**src/include/ocdc_defines.svh**
```systemverilog
/*
 Register map, field positions, reset values and codes of the output
 channel divider and control block.
 Assumes inclusion by bare name from design and bench files.
*/
`ifndef OCDC_DEFINES_SVH
`define OCDC_DEFINES_SVH

// ----------------------------------------------------------------
// Register indices and APB byte addresses (index times four)
// ----------------------------------------------------------------
`define OCDC_IDX_DIV4 8'h26
`define OCDC_IDX_CTL5 8'h27
`define OCDC_IDX_SRC4 8'h30
`define OCDC_ADDR_DIV4 8'h98
`define OCDC_ADDR_CTL5 8'h9C
`define OCDC_ADDR_SRC4 8'hC0

// ----------------------------------------------------------------
// Reset values
// ----------------------------------------------------------------
`define OCDC_RST_DIV4 8'h02
`define OCDC_RST_CTL5 8'h18
`define OCDC_RST_SRC4 2'h0

// ----------------------------------------------------------------
// Field positions inside the channel 5 control register
// ----------------------------------------------------------------
`define OCDC_SRC_HI 7
`define OCDC_SRC_LO 6
`define OCDC_FMT_HI 5
`define OCDC_FMT_LO 4
`define OCDC_DRVA_HI 3
`define OCDC_DRVA_LO 2
`define OCDC_DRVB_HI 1
`define OCDC_DRVB_LO 0

// ----------------------------------------------------------------
// Driver mode code points and analog settings
// ----------------------------------------------------------------
`define OCDC_PIN_OFF_Z 2'h0
`define OCDC_PIN_OFF_LOW 2'h1
`define OCDC_PIN_INV 2'h2
`define OCDC_PIN_TRUE 2'h3
`define OCDC_TAIL_0 5'h04
`define OCDC_TAIL_1 5'h06
`define OCDC_TAIL_2 5'h08
`define OCDC_TAIL_3_HCSL 5'h10
`define OCDC_TAIL_3_AC 5'h08
`define OCDC_LOAD_1 8'h32
`define OCDC_LOAD_2 8'h64
`define OCDC_LOAD_3 8'hC8

`endif

```
**src/include/ocdc_pkg.sv**
```systemverilog
/*
 Types shared by the output channel divider and control block.
 Assumes ocdc_defines.svh is on the include path.
*/
package ocdc_pkg;

  // Clock source select codes; code 1 is reserved
  typedef enum logic [1:0] {
    OCDC_SRC_SYNTH = 2'h0,
    OCDC_SRC_RSVD = 2'h1,
    OCDC_SRC_PRIM = 2'h2,
    OCDC_SRC_SEC = 2'h3
  } ocdc_src_t;

  // Driver format codes
  typedef enum logic [1:0] {
    OCDC_FMT_OFF = 2'h0,
    OCDC_FMT_AC = 2'h1,
    OCDC_FMT_HCSL = 2'h2,
    OCDC_FMT_CMOS = 2'h3
  } ocdc_fmt_t;

endpackage

```
**src/include/ocdc_div_if.sv**
```systemverilog
/*
 Link between the register side and the channel 4 divider.
 Assumes both ends run on the same clock and clock enable.
*/
`timescale 1ns/1ns
interface ocdc_div_if;
  logic ce;
  logic run;
  logic [7:0] ratio;
  logic src_clk;
  logic pulse;

  modport ctl (output ce, output run, output ratio, output src_clk,
               input pulse);
  modport div (input ce, input run, input ratio, input src_clk,
               output pulse);
endinterface

```
**src/design/ocdc_clk_div.sv**
```systemverilog
/*
 Channel 4 divider: counts rising edges of the sampled synthesizer
 clock and emits a one-cycle pulse every ratio plus one edges.
 Assumes the synthesizer clock level is synchronous to clock_i.
*/
`timescale 1ns/1ns
`include "ocdc_defines.svh"
module ocdc_clk_div (
  input wire logic clock_i,
  input wire logic rst_i,
  ocdc_div_if.div dif
);

  logic prev_ff;
  logic [7:0] cnt_ff;
  logic pulse_ff;
  logic [7:0] nxt_cnt;
  logic nxt_pulse;

  // ----------------------------------------------------------------
  // Edge count
  // ----------------------------------------------------------------
  // Held at zero while idle so a restart gives a full first period
  wire src_edge = dif.src_clk & ~prev_ff;
  wire at_end = (cnt_ff >= dif.ratio);
  assign nxt_cnt = !dif.run ? 8'h00 :
                   !src_edge ? cnt_ff :
                   at_end ? 8'h00 : cnt_ff + 8'h01;
  assign nxt_pulse = dif.run & src_edge & at_end;

  always_ff @(posedge clock_i or posedge rst_i) begin
    if (rst_i) begin
      prev_ff <= 1'b0;
      cnt_ff <= 8'h00;
      pulse_ff <= 1'b0;
    end else if (dif.ce) begin
      prev_ff <= dif.src_clk;
      cnt_ff <= nxt_cnt;
      pulse_ff <= nxt_pulse;
    end
  end

  assign dif.pulse = pulse_ff;
endmodule // ocdc_clk_div

```
**src/design/ocdc_top.sv**
```systemverilog
/*
 Output channel divider and control: APB register file holding the
 channel 4 divider, a channel 4 source select and the channel 5
 output control, plus the source muxes and output driver settings.
 Assumes reference and synthesizer clock levels are synchronous to
 clock_i; the analog buffer consumes the driver setting outputs.
*/
`timescale 1ns/1ns
`include "ocdc_defines.svh"
module ocdc_top (
  input wire logic clock_i,
  input wire logic rst_i,
  input wire logic ce_i,
  input wire logic psel_i,
  input wire logic penable_i,
  input wire logic pwrite_i,
  input wire logic [7:0] paddr_i,
  input wire logic [31:0] pwdata_i,
  output logic [31:0] prdata_o,
  output logic pready_o,
  output logic pslverr_o,
  input wire logic synth_clk_i,
  input wire logic prim_ref_i,
  input wire logic sec_ref_i,
  output logic ch4_clk_o,
  output logic ch5_p_o,
  output logic ch5_p_oe_o,
  output logic ch5_n_o,
  output logic ch5_n_oe_o,
  output logic [1:0] ch5_format_o,
  output logic [4:0] ch5_tail_ma_o,
  output logic [7:0] ch5_load_ohm_o
);

  // ----------------------------------------------------------------
  // Registers
  // ----------------------------------------------------------------
  logic [7:0] div4_ff;
  logic [7:0] ctl5_ff;
  logic [1:0] src4_ff;
  logic [31:0] rdata_ff;
  logic ch4_clk_ff;
  logic p_ff, p_oe_ff, n_ff, n_oe_ff;
  logic [4:0] tail_ff;
  logic [7:0] load_ff;

  // ----------------------------------------------------------------
  // APB decode
  // ----------------------------------------------------------------
  // Address phase is the setup cycle; writes land on the access edge
  wire hit_div4 = (paddr_i == `OCDC_ADDR_DIV4);
  wire hit_ctl5 = (paddr_i == `OCDC_ADDR_CTL5);
  wire hit_src4 = (paddr_i == `OCDC_ADDR_SRC4);
  wire hit_any = hit_div4 | hit_ctl5 | hit_src4;
  wire access = psel_i & penable_i & ce_i;
  wire wr_div4 = access & pwrite_i & hit_div4;
  wire wr_ctl5 = access & pwrite_i & hit_ctl5;
  wire wr_src4 = access & pwrite_i & hit_src4;
  wire setup_rd = psel_i & ~penable_i & ~pwrite_i & ce_i;
  logic [31:0] nxt_rdata;
  assign nxt_rdata = hit_div4 ? {24'h0000_00, div4_ff} :
                     hit_ctl5 ? {24'h0000_00, ctl5_ff} :
                     hit_src4 ? {30'h0000_0000, src4_ff} :
                     32'h0000_0000;

  // Stall the master while the block is frozen so no write is lost
  assign pready_o = ce_i;
  assign pslverr_o = psel_i & penable_i & ~hit_any;
  assign prdata_o = rdata_ff;

  // Register writes
  always_ff @(posedge clock_i or posedge rst_i) begin
    if (rst_i) begin
      div4_ff <= `OCDC_RST_DIV4;
      ctl5_ff <= `OCDC_RST_CTL5;
      src4_ff <= `OCDC_RST_SRC4;
    end else begin
      if (wr_div4) div4_ff <= pwdata_i[7:0];
      if (wr_ctl5) ctl5_ff <= pwdata_i[7:0];
      if (wr_src4) src4_ff <= pwdata_i[1:0];
    end
  end

  // Read data captured in the setup cycle, steady through access
  always_ff @(posedge clock_i or posedge rst_i) begin
    if (rst_i) rdata_ff <= 32'h0000_0000;
    else if (setup_rd) rdata_ff <= nxt_rdata;
  end

  // ----------------------------------------------------------------
  // Field extraction
  // ----------------------------------------------------------------
  ocdc_pkg::ocdc_src_t src5;
  ocdc_pkg::ocdc_src_t src4;
  ocdc_pkg::ocdc_fmt_t fmt5;
  wire [1:0] drv_a = ctl5_ff[`OCDC_DRVA_HI:`OCDC_DRVA_LO];
  wire [1:0] drv_b = ctl5_ff[`OCDC_DRVB_HI:`OCDC_DRVB_LO];
  assign src5 = ocdc_pkg::ocdc_src_t'(ctl5_ff[`OCDC_SRC_HI:`OCDC_SRC_LO]);
  assign src4 = ocdc_pkg::ocdc_src_t'(src4_ff);
  assign fmt5 = ocdc_pkg::ocdc_fmt_t'(ctl5_ff[`OCDC_FMT_HI:`OCDC_FMT_LO]);

  // ----------------------------------------------------------------
  // Source muxes
  // ----------------------------------------------------------------
  // Reserved code gives a quiet low rather than an undefined clock;
  // every level is an argument so the muxes follow all their inputs
  function automatic logic pick(input ocdc_pkg::ocdc_src_t s,
                                input logic syn,
                                input logic pri,
                                input logic sec);
    logic r;
    r = 1'b0;
    if (s == ocdc_pkg::OCDC_SRC_SYNTH) r = syn;
    else if (s == ocdc_pkg::OCDC_SRC_PRIM) r = pri;
    else if (s == ocdc_pkg::OCDC_SRC_SEC) r = sec;
    return r;
  endfunction

  ocdc_div_if dif ();
  wire ch4_synth = (src4 == ocdc_pkg::OCDC_SRC_SYNTH);
  assign dif.ce = ce_i;
  assign dif.run = ch4_synth;
  assign dif.ratio = div4_ff;
  assign dif.src_clk = synth_clk_i;

  ocdc_clk_div u_div (
    .clock_i(clock_i),
    .rst_i(rst_i),
    .dif(dif)
  );

  // References bypass the divider altogether
  wire ch4_ref = pick(src4, 1'b0, prim_ref_i, sec_ref_i);
  wire ch4_lvl = ch4_synth ? dif.pulse : ch4_ref;
  wire ch5_lvl = pick(src5, synth_clk_i, prim_ref_i, sec_ref_i);

  // ----------------------------------------------------------------
  // Channel 5 driver
  // ----------------------------------------------------------------
  // One pin of the LVCMOS pair from its two-bit mode code
  function automatic logic [1:0] cmos_pin(input logic [1:0] code,
                                          input logic lvl);
    logic [1:0] r;
    r = 2'b00;
    case (code)
      `OCDC_PIN_OFF_Z: r = 2'b00;
      `OCDC_PIN_OFF_LOW: r = 2'b10;
      `OCDC_PIN_INV: r = {1'b1, ~lvl};
      default: r = {1'b1, lvl};
    endcase
    return r;
  endfunction

  logic [1:0] pin_p, pin_n;
  logic [4:0] nxt_tail;
  logic [7:0] nxt_load;
  wire is_diff = (fmt5 == ocdc_pkg::OCDC_FMT_AC) |
                 (fmt5 == ocdc_pkg::OCDC_FMT_HCSL);
  wire is_cmos = (fmt5 == ocdc_pkg::OCDC_FMT_CMOS);
  wire is_hcsl = (fmt5 == ocdc_pkg::OCDC_FMT_HCSL);
  wire [1:0] cm_p = cmos_pin(drv_a, ch5_lvl);
  wire [1:0] cm_n = cmos_pin(drv_b, ch5_lvl);

  // Pin enable in bit 1, level in bit 0
  assign pin_p = is_cmos ? cm_p :
                 is_diff ? {1'b1, ch5_lvl} : 2'b00;
  assign pin_n = is_cmos ? cm_n :
                 is_diff ? {1'b1, ~ch5_lvl} : 2'b00;

  // Tail current in mA; zero when not differential
  assign nxt_tail = !is_diff ? 5'h00 :
                    drv_a == 2'h0 ? `OCDC_TAIL_0 :
                    drv_a == 2'h1 ? `OCDC_TAIL_1 :
                    drv_a == 2'h2 ? `OCDC_TAIL_2 :
                    is_hcsl ? `OCDC_TAIL_3_HCSL : `OCDC_TAIL_3_AC;

  // HCSL load in ohms; zero means tristate
  assign nxt_load = !is_diff ? 8'h00 :
                    drv_b == 2'h1 ? `OCDC_LOAD_1 :
                    drv_b == 2'h2 ? `OCDC_LOAD_2 :
                    drv_b == 2'h3 ? `OCDC_LOAD_3 : 8'h00;

  // Output flops
  always_ff @(posedge clock_i or posedge rst_i) begin
    if (rst_i) begin
      ch4_clk_ff <= 1'b0;
      {p_oe_ff, p_ff} <= 2'b00;
      {n_oe_ff, n_ff} <= 2'b00;
      tail_ff <= 5'h00;
      load_ff <= 8'h00;
    end else if (ce_i) begin
      ch4_clk_ff <= ch4_lvl;
      {p_oe_ff, p_ff} <= pin_p;
      {n_oe_ff, n_ff} <= pin_n;
      tail_ff <= nxt_tail;
      load_ff <= nxt_load;
    end
  end

  assign ch4_clk_o = ch4_clk_ff;
  assign ch5_p_o = p_ff;
  assign ch5_p_oe_o = p_oe_ff;
  assign ch5_n_o = n_ff;
  assign ch5_n_oe_o = n_oe_ff;
  assign ch5_format_o = fmt5;
  assign ch5_tail_ma_o = tail_ff;
  assign ch5_load_ohm_o = load_ff;
endmodule // ocdc_top

```
**config.mk**
```make
export PLATFORM = sky130hd
export DESIGN_NAME = ocdc_top
export DESIGN_NICKNAME = d
export VERILOG_FILES = /design/src/include/ocdc_pkg.sv /design/src/include/ocdc_div_if.sv /design/src/design/ocdc_clk_div.sv /design/src/design/ocdc_top.sv
export VERILOG_INCLUDE_DIRS = /design/src /design/src/include
export SDC_FILE = /design/constraint.sdc
export NUM_CORES = 1
export LEC_CHECK = 0
export BUFFER_PORTS_ARGS = -buffer_cell sky130_fd_sc_hd__buf_4
export CAP_MARGIN = 20
export CORE_MARGIN = 2
export CORE_UTILIZATION = 54
export CTS_CLUSTER_DIAMETER = 50
export DETAILED_ROUTE_END_ITERATION = 10
export GPL_ROUTABILITY_DRIVEN = 0
export GPL_TIMING_DRIVEN = 0
export PLACE_DENSITY = 0.85
export REMOVE_ABC_BUFFERS = 1
export SYNTH_ARGS = -nofsm -noshare
export SYNTH_HDL_FRONTEND = slang
export SYNTH_SLANG_ARGS = --single-unit
```
**constraint.sdc**
```tcl
create_clock -name clock_i -period 4.15 [get_ports clock_i]
set_input_delay 0.2075 -clock clock_i [delete_from_list [all_inputs] [get_ports clock_i]]
set_output_delay 0.2075 -clock clock_i [all_outputs]
set_load 0.02 [all_outputs]
```
Word level (Yosys, flattened, before mapping)
Cells that the tools add are included.
{ "word_totals": {"elab_cells": 85, "in_bits": 49, "reg_bits": 78} }
{ "classes": {"order_cmp": 1, "n_reduce_logical": 5, "n_eq_ne": 16, "mux": 27, "bitwise_logic": 21, "add_sub_neg": 1} }
{ "ops": {"columns": ["operator", "n"], "rows": [
  ["8-bit two-way mux", 9],
  ["5-bit two-way mux", 5],
  ["8-bit equality test, second input constant", 3],
  ["2-bit equality test, second input constant", 9],
  ["1-bit bitwise AND", 13],
  ["2-bit one-hot mux with 3 select lines", 2],
  ["2-bit two-way mux", 5],
  ["8-bit by 1-bit adder with 8-bit output, second input constant", 1],
  ["8-bit greater-or-equal comparator", 1],
  ["2-bit zero test", 4],
  ["2-bit by 1-bit equality test with 1-bit output, second input constant", 3],
  ["1-bit two-way mux", 6],
  ["1-bit NOT", 5],
  ["1-bit OR", 3],
  ["2-bit by 1-bit != test with 1-bit output, second input constant", 1],
  ["2-bit AND reduction", 1]
]} }

Logic depth before layout (Yosys ltp)
{ "depth": {"ltp_word": 7, "ltp_mapped": 7} }

By module
Synthesis repeated with hierarchy kept, for this count alone.
{ "unflattened": {"cells_unflattened": 281, "hier_area_um2": 2969.1} }
{ "modules_own_cells": {"columns": ["mod", "seq_area_each_um2", "cells_each", "n_inst", "area_per_inst_um2"], "rows": [
  ["ocdc_top", 1004.7, 205, 1, 2232.1],
  ["ocdc_clk_div", 250.2, 76, 1, 737.0]
]} }

Worst setup path after synthesis
No wires, ideal clock.
{ "synth_path": {"path_type": "register -> register", "from": "reg div4_ff[1], in the netlist dif.ratio[1]", "to": "reg u_div.cnt_ff[4]", "period_less_slack_ps": 2039, "setup_ps": 95, "arrival_time_ps": 1943, "path_stages_with_launch": 8, "slack_ps": 2111, "n_path_buf": 0, "cell_sequence": "dfstp_2 -> inv_1 -> ha_1 -> nor2b_1 -> o211a_1 -> o311ai_4 -> nand2_1 -> o32ai_2"} }
{ "synth_between": {"elab_chain_len": 4} }
{ "synth_lines": {"columns": ["item", "line_no", "source"], "rows": [
  ["start: declaration", "ocdc_top.sv:38", "logic [7:0] div4_ff;"],
  ["start signal: assignment", "ocdc_top.sv:74", "div4_ff <= `OCDC_RST_DIV4;"],
  ["start signal: assignment", "ocdc_top.sv:78", "if (wr_div4) div4_ff <= pwdata_i[7:0];"],
  ["8-bit greater-or-equal comparator", "ocdc_clk_div.sv:25", "wire at_end = (cnt_ff >= dif.ratio);"],
  ["8-bit two-way mux", "ocdc_clk_div.sv:28", "at_end ? 8'h00 : cnt_ff + 8'h01;"],
  ["8-bit two-way mux", "ocdc_clk_div.sv:27", "!src_edge ? cnt_ff :"],
  ["8-bit two-way mux", "ocdc_clk_div.sv:26", "assign nxt_cnt = !dif.run ? 8'h00 :"],
  ["end signal: assignment", "ocdc_clk_div.sv:38", "cnt_ff <= nxt_cnt;"],
  ["end: declaration", "ocdc_clk_div.sv:15", "logic [7:0] cnt_ff;"]
]} }
Every way passes these cells. The select of a mux whose other input is x is not followed.
A chain may end at the register's enable or synchronous reset.

Worst setup path after layout
Same ends and word-level chain as after synthesis.

==> results by stage <==
Global route:
- The overflow left after global routing is 0.
- The initial antenna violation count is 0.
- The maximum number of pins on one net before global-route repair is 41.
- The via count of the first global-routing pass is 2153.
- The first-pass GRT wire length is 9618 um.
- The global-route usage over all layers is 19.84%.

Yosys:
- The synthesized design contains 0 enable-type register cells.
- The number of warning messages in the yosys log is 0.
- The synthesized cell area is 2964 um^2.
- Yosys mapped the design onto 45 distinct sky130hd cell types.
- Counting flops with an async set or reset pin after synthesis yields a share of 100.0%.
- The sequential share of the synthesized area is 42.34%.
- After technology mapping, the gate count stands at 296.
- Each instance of the synthesized netlist takes up on average 10.01 um^2.
- Among all flip-flop cells after synthesis, the most frequent one is sky130_fd_sc_hd__dfrtp_1.
- The post-synthesis register bit count is 50.

STA:
- Measured against its own limit, the worst slew margin works out to 40.47%.
- The final critical path time including I/O delays and setup is 2.267 ns.
- The portion of the clock cycle consumed by the worst path in the final layout is 54.62%.
- Setup violations remaining at the end of the flow were counted as 0.
- The count of pins over their slew limit was 0.
- Static timing analysis puts the maximum clock frequency at 441.2 MHz.
- The number of hold-slack violations in the final timing report is 0.
- The worst-case clock skew is 0.01090 ns.
- Setup repair after global routing left no endpoint under its margin.
- The slew of the pin with the lowest slew margin is 0.8881 ns.
- The worst hold-check slack is 0.1337 ns.
- The total negative setup slack is 0 ns.
- Once routing completed, OpenROAD measured the worst setup slack at 1.883 ns.

Setup path:
- The arrival time at the worst endpoint is 2.48 ns.
- Among all stages on the critical path, the largest delay is contributed by sky130_fd_sc_hd__dfstp_2.
- The worst setup path is of the reg2reg kind.
- STA classifies the critical path startpoint as a register.
- The worst stage delay on the critical path is 0.55 ns.
- The required time at the endpoint of the critical path is 4.37 ns.
- The maximum fanout count along the critical path is 8.
- The endpoint type of the worst setup path is a register.
- The signal on the critical path passes through inv_1 -> ha_1 -> nor2b_1 -> o211a_1 -> o311ai_4 -> nand2_1 -> o32ai_2.

Detailed routing:
- The number of vias per cell is 5.268.
- The aggregate routed wire length is 5766 um.
- The first routing iteration left 128 violations.
- The final routed wire length divided by cell count is 13.93 um.
- The detailed router put a total of 2469 um of wire on met1.
- The detail route stage leaves a number of antenna-violating nets equal to 0.
- The top layer reached by signal wires is met4.
- The first detailed-routing pass ran for 4 iterations.
- The met3 routed wirelength is 324 um.
- In the routed design, unresolved DRC markers number 0.
- The routed length on met2 is 2853 um.
- Summing over every cut layer, the via total after detailed routing is 2181.

Floorplanning:
- The total core area is 5205 um^2.
- 103 I/O pins were placed.
- The number of core rows is 26.
- From bottom edge to top edge, the die measures 78.09 um.
- The starting density of the core is 56.95%.
- In this run the horizontal extent of the chip is 78.09 um.
- The die covers 6098 um^2.

Finish:
- From synthesis to final layout, the design area changed by 15.11%.
- Excluding fillers, the count of instances in the completed layout stands at 414.
- The net total in the final layout is 408.
- The share of the core filled with cells is 65.55%.
- The count of inserted antenna diode cells is 0.
- The number of fillers in the final layout is 444.
- The share of final-layout standard cells stronger than drive strength 1 is 28.78%.

Power:
- The worst-case IR drop observed on VDD is 0.2957 mV.
- The cell area power density is 370.2 nW/um^2.
- For this design the static power due to leakage is 1.632 nW.

CTS:
- The longest clock path from root to sink contains 2 buffers.
- After clock tree synthesis, the clock-pin slew on the worst setup and hold paths is 0.10 ns.
- The source-to-sink clock delay at the later pin of the worst-skew pair is 0.31 ns.
- The total number of H-tree levels is 2.
- The cell at the root of the clock tree is sky130_fd_sc_hd__clkbuf_8.
- Post-CTS timing repair inserted 0 buffers for setup.
- The CTS buffer count is 5.
- The TritonCTS clock tree is built.
- The sink count of the clock tree is 50.

Place:
- Detailed placement finished with a half-perimeter wire length of 4396 um.
- The count of buffers added on input and output ports is 52.
- OpenSTA, run right after detailed placement, puts the worst setup slack at 1.943 ns.
- The cell total after placement is 405.

Flow run:
- The reported max-cap violation count is 0.

Run status:
- The flow ran to the end, and the final reports show no timing, DRC or antenna violations.

Worst hold path:
- In this run the worst hold path is classified as in2reg.
==> worst max-delay path, delay by kind of cell (launching register included) <==
family / cells / cell delay, ns
AO/OA/AOI/OAI: 3 / 0.91
adder cells (fa/ha/maj): 1 / 0.30
buffers and inverters: 1 / 0.05
flip-flops: 1 / 0.55
AND/OR/NAND/NOR: 2 / 0.36
==> stage by stage <==
| step | total power, mW | cell area, um^2 |
|---|---|---|
| finish | 1.263 | 3412 |
| global route | 1.334 | 3412 |
| CTS | 1.267 | 3412 |
| detailed placement | 0.9026 | 3281 |
| global placement | 0.8862 | 3256 |
| floorplan | 0.7971 | 2778 |
==> path summary, 6_finish.rpt <==
path | start | end | slack, ns | depth (start not counted)
hold reg to reg | ch5_p_oe_o | ch5_p_oe_o | 0.52 | 1
setup reg to reg | dif.ratio[1] | u_div.cnt_ff[4] | 1.88 | 7
setup / recovery | dif.ratio[1] | u_div.cnt_ff[4] | 1.88 | 7
hold / removal | pwdata_i[4] | ctl5_ff[4] | 0.13 | 2
min in group asynchronous | rst_i | ch5_tail_ma_o[3] | 0.36 | 3
max in group asynchronous | rst_i | dif.ratio[1] | 3.24 | 4
==> cell type report <==
type | instances | area (um^2) | area share [%]
Sequential cell | 50 | 1255 | 36.78
Multi-Input combinational cell | 206 | 1429 | 41.88
Clock buffer | 6 | 82.58 | 2.420
Inverter | 25 | 93.84 | 2.750
Timing Repair Buffer | 55 | 425.4 | 12.47
Tap cell | 70 | 87.58 | 2.567
Clock inverter | 2 | 38.79 | 1.137
==> cell families after synthesis <==
group | Yosys count | synth area share, %
other | 1 | 0.1265
adders and majority gates | 16 | 6.754
muxes | 24 | 10.09
and+or+nand+nor | 81 | 14.65
AOI/OAI and AO/OA | 59 | 13.42
buffers and inverters | 65 | 12.62
DFF | 50 | 42.34
==> timing repair <==
item,in CTS,in global routing
setup endpoints to repair,0,0
hold endpoints to repair,10,0
hold buffers,1,0
resized for setup,0,0
==> report_power, final <==
part / switching [mW] / internal (mW) / leakage (nW) / total [mW]
clock: 0.170 / 0.198 / 0.0618 / 0.368
combinational: 0.188 / 0.139 / 0.914 / 0.327
sequential: 0.0394 / 0.529 / 0.657 / 0.568
total: 0.397 / 0.867 / 1.63 / 1.26
==> routing by layer <==
metal	vias up	track usage, %
met1	1036	24.58
met5	-	0
li1	1064	-
met3	12	4.943
met2	69	33.45
met4	0	7.719
==> state kept, by name (all words and copies together) (netlist names) <==
name / cells
prdata_o: 8
ch5_tail_ma_o: 4
ch5_load_ohm_o: 5
ch5_n_oe_o: 1
u_div.prev_ff: 1
ch5_n_o: 1
src4: 2
ctl5_ff: 8
u_div.cnt_ff: 8
dif.ratio: 8
ch5_p_o: 1
ch5_p_oe_o: 1
ch4_clk_o: 1
u_div.dif.pulse: 1
==> cell usage after synthesis (2+ instances only) <==
cell | n | area, um^2
sky130_fd_sc_hd__a21oi_1 | 15 | 75.07
sky130_fd_sc_hd__a22oi_1 | 9 | 67.56
sky130_fd_sc_hd__a2bb2oi_1 | 2 | 17.52
sky130_fd_sc_hd__a31oi_1 | 6 | 37.54
sky130_fd_sc_hd__and3_1 | 4 | 25.02
sky130_fd_sc_hd__buf_2 | 2 | 10.01
sky130_fd_sc_hd__buf_4 | 32 | 240.2
sky130_fd_sc_hd__clkbuf_1 | 5 | 18.77
sky130_fd_sc_hd__dfrtp_1 | 47 | 1176
sky130_fd_sc_hd__dfstp_2 | 3 | 78.83
sky130_fd_sc_hd__ha_1 | 16 | 200.2
sky130_fd_sc_hd__inv_1 | 25 | 93.84
sky130_fd_sc_hd__mux2_2 | 15 | 168.9
sky130_fd_sc_hd__mux2_4 | 8 | 120.1
sky130_fd_sc_hd__nand2_1 | 21 | 78.83
sky130_fd_sc_hd__nand3_1 | 8 | 40.04
sky130_fd_sc_hd__nand4_1 | 2 | 12.51
sky130_fd_sc_hd__nor2_1 | 22 | 82.58
sky130_fd_sc_hd__nor2b_1 | 8 | 50.05
sky130_fd_sc_hd__nor3_1 | 4 | 20.02
sky130_fd_sc_hd__nor3_2 | 2 | 20.02
sky130_fd_sc_hd__o21ai_0 | 9 | 45.04
sky130_fd_sc_hd__o21ai_1 | 3 | 15.01
sky130_fd_sc_hd__o22ai_1 | 6 | 37.54
sky130_fd_sc_hd__or3_1 | 2 | 12.51
==> cells in the final DEF, fill, tap and decap left out, types with 9 or more instances in the layout <==
master / n
sky130_fd_sc_hd__nor2_1: 22
sky130_fd_sc_hd__inv_1: 24
sky130_fd_sc_hd__nand2_1: 21
sky130_fd_sc_hd__ha_1: 16
sky130_fd_sc_hd__conb_1: 26
sky130_fd_sc_hd__dfrtp_1: 47
sky130_fd_sc_hd__o21ai_0: 9
sky130_fd_sc_hd__a21oi_1: 15
sky130_fd_sc_hd__mux2_2: 15
sky130_fd_sc_hd__buf_4: 52
sky130_fd_sc_hd__a22oi_1: 9
Power figures use the tool's default switching activity.
